$ cat src/hdl/tmz_pkg.sv
// Package with register map, field positions and reset values for the timer block
package tmz_pkg;
    // Register byte addresses, one aligned word each
    localparam logic [3:0] ADDR_TIMER_CONTROL      = 4'h0;
    localparam logic [3:0] ADDR_COUNT_LOW_BYTE     = 4'h4;
    localparam logic [3:0] ADDR_COUNT_HIGH_BUFFER  = 4'h8;
    localparam logic [3:0] ADDR_INTERRUPT_CONTROL  = 4'hc;
    // Timer control fields
    localparam int         BIT_RUN_ENABLE          = 7;
    localparam int         BIT_WIDTH_SELECT        = 6;
    localparam int         BIT_SOURCE_SELECT       = 5;
    localparam int         BIT_EDGE_SELECT         = 4;
    localparam int         BIT_PRESCALER_BYPASS    = 3;
    localparam int         BIT_RATIO_MSB           = 2;
    // Interrupt control fields
    localparam int         BIT_OVERFLOW_IRQ_ENABLE = 5;
    localparam int         BIT_OVERFLOW_FLAG       = 2;
    // Reset values, write hold and pin arm cycle counts
    localparam logic [7:0] RST_TIMER_CONTROL       = 8'hff;
    localparam logic [7:0] RST_COUNT_HIGH_BUFFER   = 8'h00;
    localparam logic [7:0] RST_COUNT_LOW_BYTE      = 8'h00;
    localparam logic [7:0] RST_PRESCALER           = 8'h00;
    localparam logic [1:0] WRITE_HOLD_CYCLES       = 2'h2;
    localparam logic [1:0] PIN_ARM_CYCLES          = 2'h3;
    // Bus slave states
    typedef enum logic [1:0] {
        TMZ_IDLE = 2'b00,
        TMZ_ACK  = 2'b01
    } tmz_bus_t;
endpackage : tmz_pkg

$ cat src/hdl/tmz_timer.sv
// Timer0 style 8/16-bit timer/counter with prescaler and Wishbone register slave
// Functional notes
// - Count only while run enable set
// - Width select one means 8-bit counter
// - Source select picks pin or instruction cycles
// - Timer mode without prescaler counts every cycle
// - Low byte write inhibits two increments
// - Edge select zero rising, one falling
// - Pin synchronised before use, adds delay
// - Prescaler eight bits, not software visible
// - Bypass bit zero routes through prescaler
// - Ratio code 000 divides 2, doubling
// - Low write clears prescaler, keeps assignment
// - Assignment may change while running
// - Flag set on FFh or FFFFh wrap
// - Interrupt request gated by enable bit
// - Timer stopped during sleep
// - Low read copies true high byte
// - True high byte reached only via buffer
// - Low write loads high from buffer
// - High buffer cleared on any reset
`timescale 1ns/100ps
module tmz_timer (
    // Clock and reset
    input  wire logic        I_CLK,
    input  wire logic        I_SYS_RST,
    // Wishbone slave
    input  wire logic        I_WB_CYC,
    input  wire logic        I_WB_STB,
    input  wire logic        I_WB_WE,
    input  wire logic [3:0]  I_WB_ADR,
    input  wire logic [3:0]  I_WB_SEL,
    input  wire logic [31:0] I_WB_DAT,
    output logic      [31:0] O_WB_DAT,
    output logic             O_WB_ACK,
    // Device pins and status
    input  wire logic        I_EXTERNAL_COUNT_PIN,
    input  wire logic        I_SLEEP,
    output logic             O_IRQ
);
    import tmz_pkg::*;

    tmz_bus_t    bus_q;
    logic [7:0]  timer_control_q;
    logic [7:0]  high_buffer_q;
    logic [15:0] count_q;
    logic [7:0]  prescaler_q;
    logic [1:0]  hold_q;
    logic        flag_q;
    logic        irq_en_q;
    logic        pin_meta_q;
    logic        pin_sync_q;
    logic        pin_prev_q;
    logic [31:0] rdata_q;

    logic        access;
    logic        wr_lane0;
    logic        wr_ctrl;
    logic        wr_low;
    logic        wr_high;
    logic        wr_intc;
    logic        rd_low;
    logic        pin_edge;
    logic        source_event;
    logic        prescale_tick;
    logic        count_event;
    logic        do_increment;
    logic        wrap;
    logic [15:0] count_next;
    logic [7:0]  ratio_mask;
    logic        pin_armed;
    logic [1:0]  pin_arm_q;

    // Take each request once, ack for one cycle
    assign access   = I_WB_CYC && I_WB_STB && (bus_q == TMZ_IDLE);
    assign wr_lane0 = access && I_WB_WE && I_WB_SEL[0];
    assign wr_ctrl  = wr_lane0 && (I_WB_ADR == ADDR_TIMER_CONTROL);
    assign wr_low   = wr_lane0 && (I_WB_ADR == ADDR_COUNT_LOW_BYTE);
    assign wr_high  = wr_lane0 && (I_WB_ADR == ADDR_COUNT_HIGH_BUFFER);
    assign wr_intc  = wr_lane0 && (I_WB_ADR == ADDR_INTERRUPT_CONTROL);
    assign rd_low   = access && !I_WB_WE && (I_WB_ADR == ADDR_COUNT_LOW_BYTE);

    always_ff @(posedge I_CLK) begin
        if (I_SYS_RST) begin
            bus_q <= TMZ_IDLE;
        end else if (access) begin
            bus_q <= TMZ_ACK;
        end else begin
            bus_q <= TMZ_IDLE;
        end
    end
    assign O_WB_ACK = (bus_q == TMZ_ACK);

    // Read data; unmapped addresses read as zero, true high byte never readable
    always_ff @(posedge I_CLK) begin
        if (I_SYS_RST) begin
            rdata_q <= 32'h0;
        end else if (access && !I_WB_WE) begin
            case (I_WB_ADR)
                ADDR_TIMER_CONTROL:     rdata_q <= {24'h0, timer_control_q};
                ADDR_COUNT_LOW_BYTE:    rdata_q <= {24'h0, count_q[7:0]};
                ADDR_COUNT_HIGH_BUFFER: rdata_q <= {24'h0, high_buffer_q};
                ADDR_INTERRUPT_CONTROL: rdata_q <= {24'h0, 2'b00, irq_en_q, 2'b00, flag_q, 2'b00};
                default:                rdata_q <= 32'h0;
            endcase
        end
    end
    assign O_WB_DAT = rdata_q;

    // Control register; writable any time, even while counting
    always_ff @(posedge I_CLK) begin
        if (I_SYS_RST) begin
            timer_control_q <= RST_TIMER_CONTROL;
        end else if (wr_ctrl) begin
            timer_control_q <= I_WB_DAT[7:0];
        end
    end

    always_ff @(posedge I_CLK) begin
        if (I_SYS_RST) begin
            irq_en_q <= 1'b0;
        end else if (wr_intc) begin
            irq_en_q <= I_WB_DAT[BIT_OVERFLOW_IRQ_ENABLE];
        end
    end

    // High buffer: loaded by software or snapshotted on low reads
    always_ff @(posedge I_CLK) begin
        if (I_SYS_RST) begin
            high_buffer_q <= RST_COUNT_HIGH_BUFFER;
        end else if (rd_low) begin
            high_buffer_q <= count_q[15:8];
        end else if (wr_high) begin
            high_buffer_q <= I_WB_DAT[7:0];
        end
    end

    // Two-stage synchroniser, edge detect only on the second stage
    always_ff @(posedge I_CLK) begin
        if (I_SYS_RST) begin
            pin_meta_q <= 1'b0;
            pin_sync_q <= 1'b0;
            pin_prev_q <= 1'b0;
        end else begin
            pin_meta_q <= I_EXTERNAL_COUNT_PIN;
            pin_sync_q <= pin_meta_q;
            pin_prev_q <= pin_sync_q;
        end
    end
    // History flop is trusted only once it holds a real sample; a pin that idles
    // high would otherwise look like a rising edge straight after reset
    always_ff @(posedge I_CLK) begin
        if (I_SYS_RST) begin
            pin_arm_q <= 2'h0;
        end else if (pin_arm_q != PIN_ARM_CYCLES) begin
            pin_arm_q <= pin_arm_q + 2'h1;
        end
    end
    assign pin_armed = (pin_arm_q == PIN_ARM_CYCLES);
    assign pin_edge  = pin_armed && (timer_control_q[BIT_EDGE_SELECT] ? (pin_prev_q && !pin_sync_q)
                                                                      : (!pin_prev_q && pin_sync_q));

    // Count source; sleep halts the prescaler and counter so no wake-up by overflow
    assign source_event = !I_SLEEP && (timer_control_q[BIT_SOURCE_SELECT] ? pin_edge : 1'b1);

    // Ratio mask: code n divides by 2^(n+1)
    assign ratio_mask    = 8'hff >> (3'h7 - timer_control_q[BIT_RATIO_MSB:0]);
    assign prescale_tick = ((prescaler_q & ratio_mask) == ratio_mask);

    always_ff @(posedge I_CLK) begin
        if (I_SYS_RST) begin
            prescaler_q <= RST_PRESCALER;
        end else if (wr_low) begin
            prescaler_q <= RST_PRESCALER;
        end else if (source_event && timer_control_q[BIT_RUN_ENABLE]) begin
            prescaler_q <= prescaler_q + 8'h01;
        end
    end

    assign count_event = timer_control_q[BIT_PRESCALER_BYPASS] ? source_event
                                                                : (source_event && prescale_tick);
    assign do_increment = count_event && timer_control_q[BIT_RUN_ENABLE] && (hold_q == 2'h0);

    // Inhibit window after a low byte write
    always_ff @(posedge I_CLK) begin
        if (I_SYS_RST) begin
            hold_q <= 2'h0;
        end else if (wr_low) begin
            hold_q <= WRITE_HOLD_CYCLES;
        end else if (hold_q != 2'h0) begin
            hold_q <= hold_q - 2'h1;
        end
    end

    // 8-bit mode leaves the high byte untouched
    always_comb begin
        count_next = count_q;
        wrap       = 1'b0;
        if (timer_control_q[BIT_WIDTH_SELECT]) begin
            count_next[7:0] = count_q[7:0] + 8'h01;
            wrap            = (count_q[7:0] == 8'hff);
        end else begin
            count_next = count_q + 16'h0001;
            wrap       = (count_q == 16'hffff);
        end
    end

    always_ff @(posedge I_CLK) begin
        if (I_SYS_RST) begin
            count_q <= {RST_COUNT_HIGH_BUFFER, RST_COUNT_LOW_BYTE};
        end else if (wr_low) begin
            count_q <= {high_buffer_q, I_WB_DAT[7:0]};
        end else if (do_increment) begin
            count_q <= count_next;
        end
    end

    // Overflow flag; set wins over a same-cycle clear
    always_ff @(posedge I_CLK) begin
        if (I_SYS_RST) begin
            flag_q <= 1'b0;
        end else if (do_increment && !wr_low && wrap) begin
            flag_q <= 1'b1;
        end else if (wr_intc) begin
            flag_q <= I_WB_DAT[BIT_OVERFLOW_FLAG];
        end
    end

    assign O_IRQ = flag_q && irq_en_q;
endmodule : tmz_timer

$ cat config.mk
export PLATFORM = sky130hd
export DESIGN_NAME = tmz_timer
export DESIGN_NICKNAME = d
export VERILOG_FILES = /design/src/hdl/tmz_pkg.sv /design/src/hdl/tmz_timer.sv
export SDC_FILE = /design/constraint.sdc
export NUM_CORES = 1
export LEC_CHECK = 0
export BUFFER_PORTS_ARGS = -buffer_cell sky130_fd_sc_hd__buf_2
export CAP_MARGIN = 20
export CORE_UTILIZATION = 35
export DETAILED_ROUTE_END_ITERATION = 10
export PLACE_DENSITY = 0.58
export SYNTH_ARGS = -nofsm -noshare
export SYNTH_HDL_FRONTEND = slang
export SYNTH_SLANG_ARGS = --single-unit
export TNS_END_PERCENT = 1
$ cat constraint.sdc
create_clock -name I_CLK -period 3.33 [get_ports I_CLK]
set_input_delay 0.1665 -clock I_CLK [delete_from_list [all_inputs] [get_ports I_CLK]]
set_output_delay 0.1665 -clock I_CLK [all_outputs]
set_load 0.01 [all_outputs]
---- Word level (Yosys, flattened, before mapping) ----
Index checks and enable logic that the tools add are counted.
cells by class
  add/sub/neg operators ................... 6
  multiply operators ...................... 0
  div/mod/pow operators ................... 0
  order comparisons ....................... 0
  equal/unequal tests ..................... 10
  shift operators ......................... 1
  multiplexer cells ....................... 16
  bitwise gates (word level) .............. 1
  reduce and logical (&&, ||, !) cells .... 36
operators with widths
  cell                                                                    number
  16-bit 2-to-1 mux                                                       2
  8-bit 2-to-1 mux                                                        4
  8-bit case mux with 4 select lines                                      1
  1-bit logical AND                                                       21
  16-bit by 1-bit adder with 16-bit output (second input constant)        1
  8-bit by 1-bit adder with 8-bit output (second input constant)          2
  16-bit equality test (second input constant)                            1
  2-bit nonzero test                                                      5
  8-bit AND                                                               1
  4-bit equality test (second input constant)                             2
  8-bit equality test                                                     1
  8-bit equality test (second input constant)                             1
  8-bit by 3-bit >> shifter with 8-bit output (first input constant)      1
  1-bit 2-to-1 mux                                                        7
  1-bit zero test                                                         5
  4-bit by 3-bit equality test with 1-bit output (second input constant)  1
  2-bit zero test                                                         2
  4-bit zero test                                                         1
  2-bit 2-to-1 mux                                                        2
  3-bit subtractor (first input constant)                                 1
  2-bit by 1-bit adder with 2-bit output (second input constant)          1
  2-bit by 1-bit equality test with 1-bit output (second input constant)  1
  2-bit equality test (second input constant)                             1
  2-bit by 1-bit != test with 1-bit output (second input constant)        1
  4 further kinds                                                         4
word-level totals
  register bits ........................... 83
  latch bits .............................. 0
  bits in writable memories ............... 0
  bits in read-only memories .............. 0
  input bits .............................. 47
  output and inout port bits .............. 34
  word-level logic and storage cells ...... 85
  memories ................................ 0

---- Logic depth before layout (Yosys ltp) ----
  word-level depth ........................ 13
  mapped depth ............................ 9
  depth with buffers taken out ............ 7

---- Least setup slack after synthesis ----
OpenSTA, ideal clock, no wires.
  path kind ............................... flip-flop to flip-flop
  start point ............................. reg pin_arm_q[0]
  end point ............................... reg count_q[14]
  setup time .............................. 91 ps
  arrival ................................. 2062 ps
  required time ........................... 3239 ps
  path slack .............................. 1177 ps
  stages on the path, launching flop included .. 9
  path buffers ............................ 1
  period minus slack after synthesis ...... 2153 ps
  path through ............................ dfxtp_1 ha_1 nand4bb_1 and3_4 nor4_4 nand3_4 buf_6 or4_1 a311oi_1
on the way
  word-level cells in the longest chain between the ends .. 10
RTL lines
  what                                    RTL line          RTL
  start: declaration                      tmz_timer.sv:72   logic [1:0] pin_arm_q;
  start signal: assignment                tmz_timer.sv:156  pin_arm_q <= pin_arm_q + 2'h1;
  2-bit equality test *                   tmz_timer.sv:159  assign pin_armed = (pin_arm_q == PIN_ARM_CYCLES);
  1-bit logical AND *                     tmz_timer.sv:160  assign pin_edge = pin_armed && (timer_control_q[BIT_EDGE_SELECT] ? (pin_prev_q && !pin_sync_q)
  1-bit 2-to-1 mux *                      tmz_timer.sv:164  assign source_event = !I_SLEEP && (timer_control_q[BIT_SOURCE_SELECT] ? pin_edge : 1'b1);
  1-bit logical AND *                     tmz_timer.sv:164
  1-bit logical AND                       tmz_timer.sv:181  : (source_event && prescale_tick);
  1-bit 2-to-1 mux *                      tmz_timer.sv:180  assign count_event = timer_control_q[BIT_PRESCALER_BYPASS] ? source_event
  1-bit logical AND * (2 in series)       tmz_timer.sv:182  assign do_increment = count_event && timer_control_q[BIT_RUN_ENABLE] && (hold_q == 2'h0);
  2-bit nonzero test (no source line) *   -
  2-bit AND reduction (no source line) *  -
  end signal: assignment                  tmz_timer.sv:210  count_q <= {RST_COUNT_HIGH_BUFFER, RST_COUNT_LOW_BYTE};
  end signal: assignment                  tmz_timer.sv:212  count_q <= {high_buffer_q, I_WB_DAT[7:0]};
  end signal: assignment                  tmz_timer.sv:214  count_q <= count_next;
  end: declaration                        tmz_timer.sv:46   logic [15:0] count_q;
Mark *: on every way between the ends. The rest lies on a longest branch, timed or not.
A chain may end at the register's enable or synchronous reset.

---- Worst setup path after layout ----
  start point ............................. reg pin_arm_q[0]
  end point ............................... reg count_q[15]
The elaborated chain is that of the path after synthesis.

==> flow_summary.toml <==
[run_status]
status = "finished, final reports clean"

[sta]
tns_ns = 0
hold_viol_final = 0
slew_headroom = 0.440
skew_ns = 0.00977
fin_crit_ns = 2.54
hold_ws_ns = 0.0389
worst_pin_slew_ns = 0.834
timing.fmax_mhz = 393
grt_setup_unrepaired = "false"
slew_viol_final = 0
finalSetupViolCount = 0
period_share = 0.764

[yosys]
synth-seq-cells = 58
yosys_warnings = 0
synth_xor_xnor_area_share = 0.0325
synth-seq-area-share = 0.391
synth_simple_gate_area_frac = 0.235
syn_area_um2 = 2970
syn_inst = 340
muxShareOfSynthArea = 0.0489
synth-edff-count = 0
avgSynthCellArea_um2 = 8.73
synth_top_family_by_area = "simple AND/OR/NAND/NOR gates"
synth_compound_area_frac = 0.186
synthAdderAreaFrac = 0.0126
synthFlopType = "dfxtp_1"
async_reset_ff_frac = 0
synthDistinctLibCells = 47

[global_route]
grt_pass1_vias = 2306
grt-ovfl-total = 0
antenna_found_initial = 0
grt_max_degree = 36
grt_pass1_wl_um = 11600
track_usage = 0.171

[cells_and_area]
syn_to_final_growth_pct = 11.8
drive_above_1_share = 0.154
n_fill_cell = 833
nets = 414
antenna_cells = 0

[place]
dp_hpwl_um = 4860
port_buffers = 29
gp_congestion = 0.779

[clocking]
holdBufCountCts = 0
cts_resized = 0
clock-root-buffer = "clkbuf_8"
htree_levels = 3
cts_buffers = 9
clock_latency_ns = 0.34
clkTransAtPathRegs_ns = 0.07
cts_tree = "yes"
clkSinkCount = 58
clk_path_buf_depth = 2
post_cts_buffers = 0

[critical_path]
worstSetupStartpointType = "register"
end_kind = "register"
path_buf_inv = 0
cp_slowest_cell = "or4_1"
rr_startpoint = "pin_arm_q[0]"
arrival_ns = 2.79
reg2reg_slack_ns = 0.79
cp_top_family = "simple AND/OR/NAND/NOR gates"
cp_data_required_time_ns = 3.58
reg2reg_depth = 7
path_max_fanout = 27
path_cells = "ha_1 -> nand4bb_1 -> and3_4 -> nor4_4 -> nand3_4 -> or4_1 -> a311oi_1"
slowest_delay_ns = 0.58
setup.worst_path.class = "reg2reg"
rr_endpoint = "count_q[15]"

[min_path]
whs_path_depth = 2
hold_path.class = "in2reg"
worstHoldStart = "I_EXTERNAL_COUNT_PIN"
min_to = "pin_meta_q"

[power_and_ir_drop]
ir_worst_vdd_mv = 0.213
leakagePower_nw = 1.25
powerDensity_nw_per_um2 = 456

[detailed_routing]
vias_per_cell = 5.35
wirelength_um = 7040
first_pass_iters = 4
ant_nets = 0
num_vias = 2536
drc = 0
wl_per_cell_um = 14.9
first_iter_violations = 138

[die]
core-area_um2 = 8220
dieArea_um2 = 8850
initial_core_util = 0.361
die_h_um = 94.1
ioPinCount = 81
rows = 33
die_w_um = 94.1

[job]
maxCapViolCount = 0
## worst reg2reg max path: stages (launching register included)
cell       delay [ns]
dfxtp_1          0.35
ha_1             0.26
nand4bb_1        0.16
and3_4           0.22
nor4_4           0.31
nand3_4          0.32
or4_1            0.59
a311oi_1         0.25
## power breakdown
group / switching, mW / leakage [nW] / internal [mW] / total (mW)
Combinational: 0.0590 / 0.670 / 0.0295 / 0.0885
Clock: 0.279 / 0.116 / 0.436 / 0.715
Sequential: 0.00633 / 0.469 / 0.703 / 0.710
Total: 0.344 / 1.25 / 1.17 / 1.51
## area by class of cell
class	instances	area (µm²)	share of cell area
tap	105	131	0.0396
timing repair buffer	33	175	0.0528
clock inverter	6	80.1	0.0241
inverter	4	15.0	0.00452
sequential	58	1160	0.350
multi-input combinational	258	1620	0.488
clock buffer	10	138	0.0415
## kinds of logic (layout without fill, tap and decap cells)
kind of cell / count (synthesis) / in the layout
and+or+nand+nor: 131 / 131
AOI/OAI and AO/OA: 77 / 77
muxes: 12 / 12
adders and majority gates: 3 / 3
buffers and inverters: 47 / 53
xor gates and xnor gates: 11 / 11
other: 1 / 24
DFF: 58 / 58
## worst max path at each step
stage                            start          end  cells after the start
after floorplan           pin_arm_q[0]  count_q[14]                      8
after global placement    pin_arm_q[0]   count_q[9]                      7
after detailed placement  pin_arm_q[0]  count_q[15]                      7
after CTS                 pin_arm_q[0]  count_q[15]                      7
after global routing      pin_arm_q[0]   count_q[7]                      7
final                     pin_arm_q[0]  count_q[15]                      7
## placed cells by master (no fill, tap or decap), drive strengths merged, types with 5 or more instances in the layout
cell type	instances
a211o	8
a21oi	11
a22oi	16
a311oi	12
buf	33
clkbuf	10
conb	24
dfxtp	58
mux2i	10
nand2	27
nand2b	5
nand3	9
nand4	6
nor2	41
nor2b	12
o21ai	12
o31ai	9
or3	5
or4	10
xor2	9
## metal layers
| layer | vias up | global-route usage | wire, µm |
|---|---|---|---|
| li1 | 1236 | - | - |
| met1 | 1203 | 0.241 | 3430 |
| met2 | 95 | 0.251 | 3060 |
| met3 | 2 | 0.0485 | 519 |
| met4 | 0 | 0.0487 | 30 |
| met5 | - | 0 | 0 |
## flip-flops by register name, indices dropped and copies added, names as in the netlist
name and count:
hold_q 2, flag_q 1, pin_meta_q 1, count_q 16, O_WB_DAT 8, timer_control_q 8, prescaler_q 8, pin_prev_q 1
high_buffer_q 8, irq_en_q 1, pin_arm_q 2, bus_q 1, pin_sync_q 1
## Yosys cell counts, drive strengths merged (2+ instances only)
cell type,number,share of area
nand3,9,0.019
or3,5,0.011
a311oi,12,0.035
xnor2,2,0.0059
o31ai,9,0.023
nand4,6,0.013
o21ai,12,0.022
nor3,2,0.0034
nor2b,12,0.025
and2,2,0.0042
a22oi,16,0.040
a211o,8,0.024
or4,10,0.025
and3,4,0.010
dfxtp,58,0.39
clkbuf,15,0.019
mux4,2,0.015
nand2,27,0.034
mux2i,10,0.034
nand2b,5,0.011
nor2,41,0.052
a21oi,11,0.019
xor2,9,0.027
buf,28,0.069
a211oi,4,0.010
ha,3,0.013
inv,4,0.0051
## metrics by stage
step / util / power (mW) / std cells / instance area [µm²] / setup WS, ns
2_1_floorplan: - / 0.803 / 363 / 3050 / 1.18
3_3_place_gp: 0.377 / 0.811 / 458 / 3100 / 0.871
3_5_place_dp: 0.377 / 0.813 / 458 / 3100 / 0.816
4_1_cts: 0.404 / 1.53 / 474 / 3320 / 0.788
5_1_grt: 0.404 / 1.57 / 474 / 3320 / 0.563
6_report: 0.404 / 1.51 / 474 / 3320 / 0.786
Note: power is estimated with default switching activity, not from simulation.
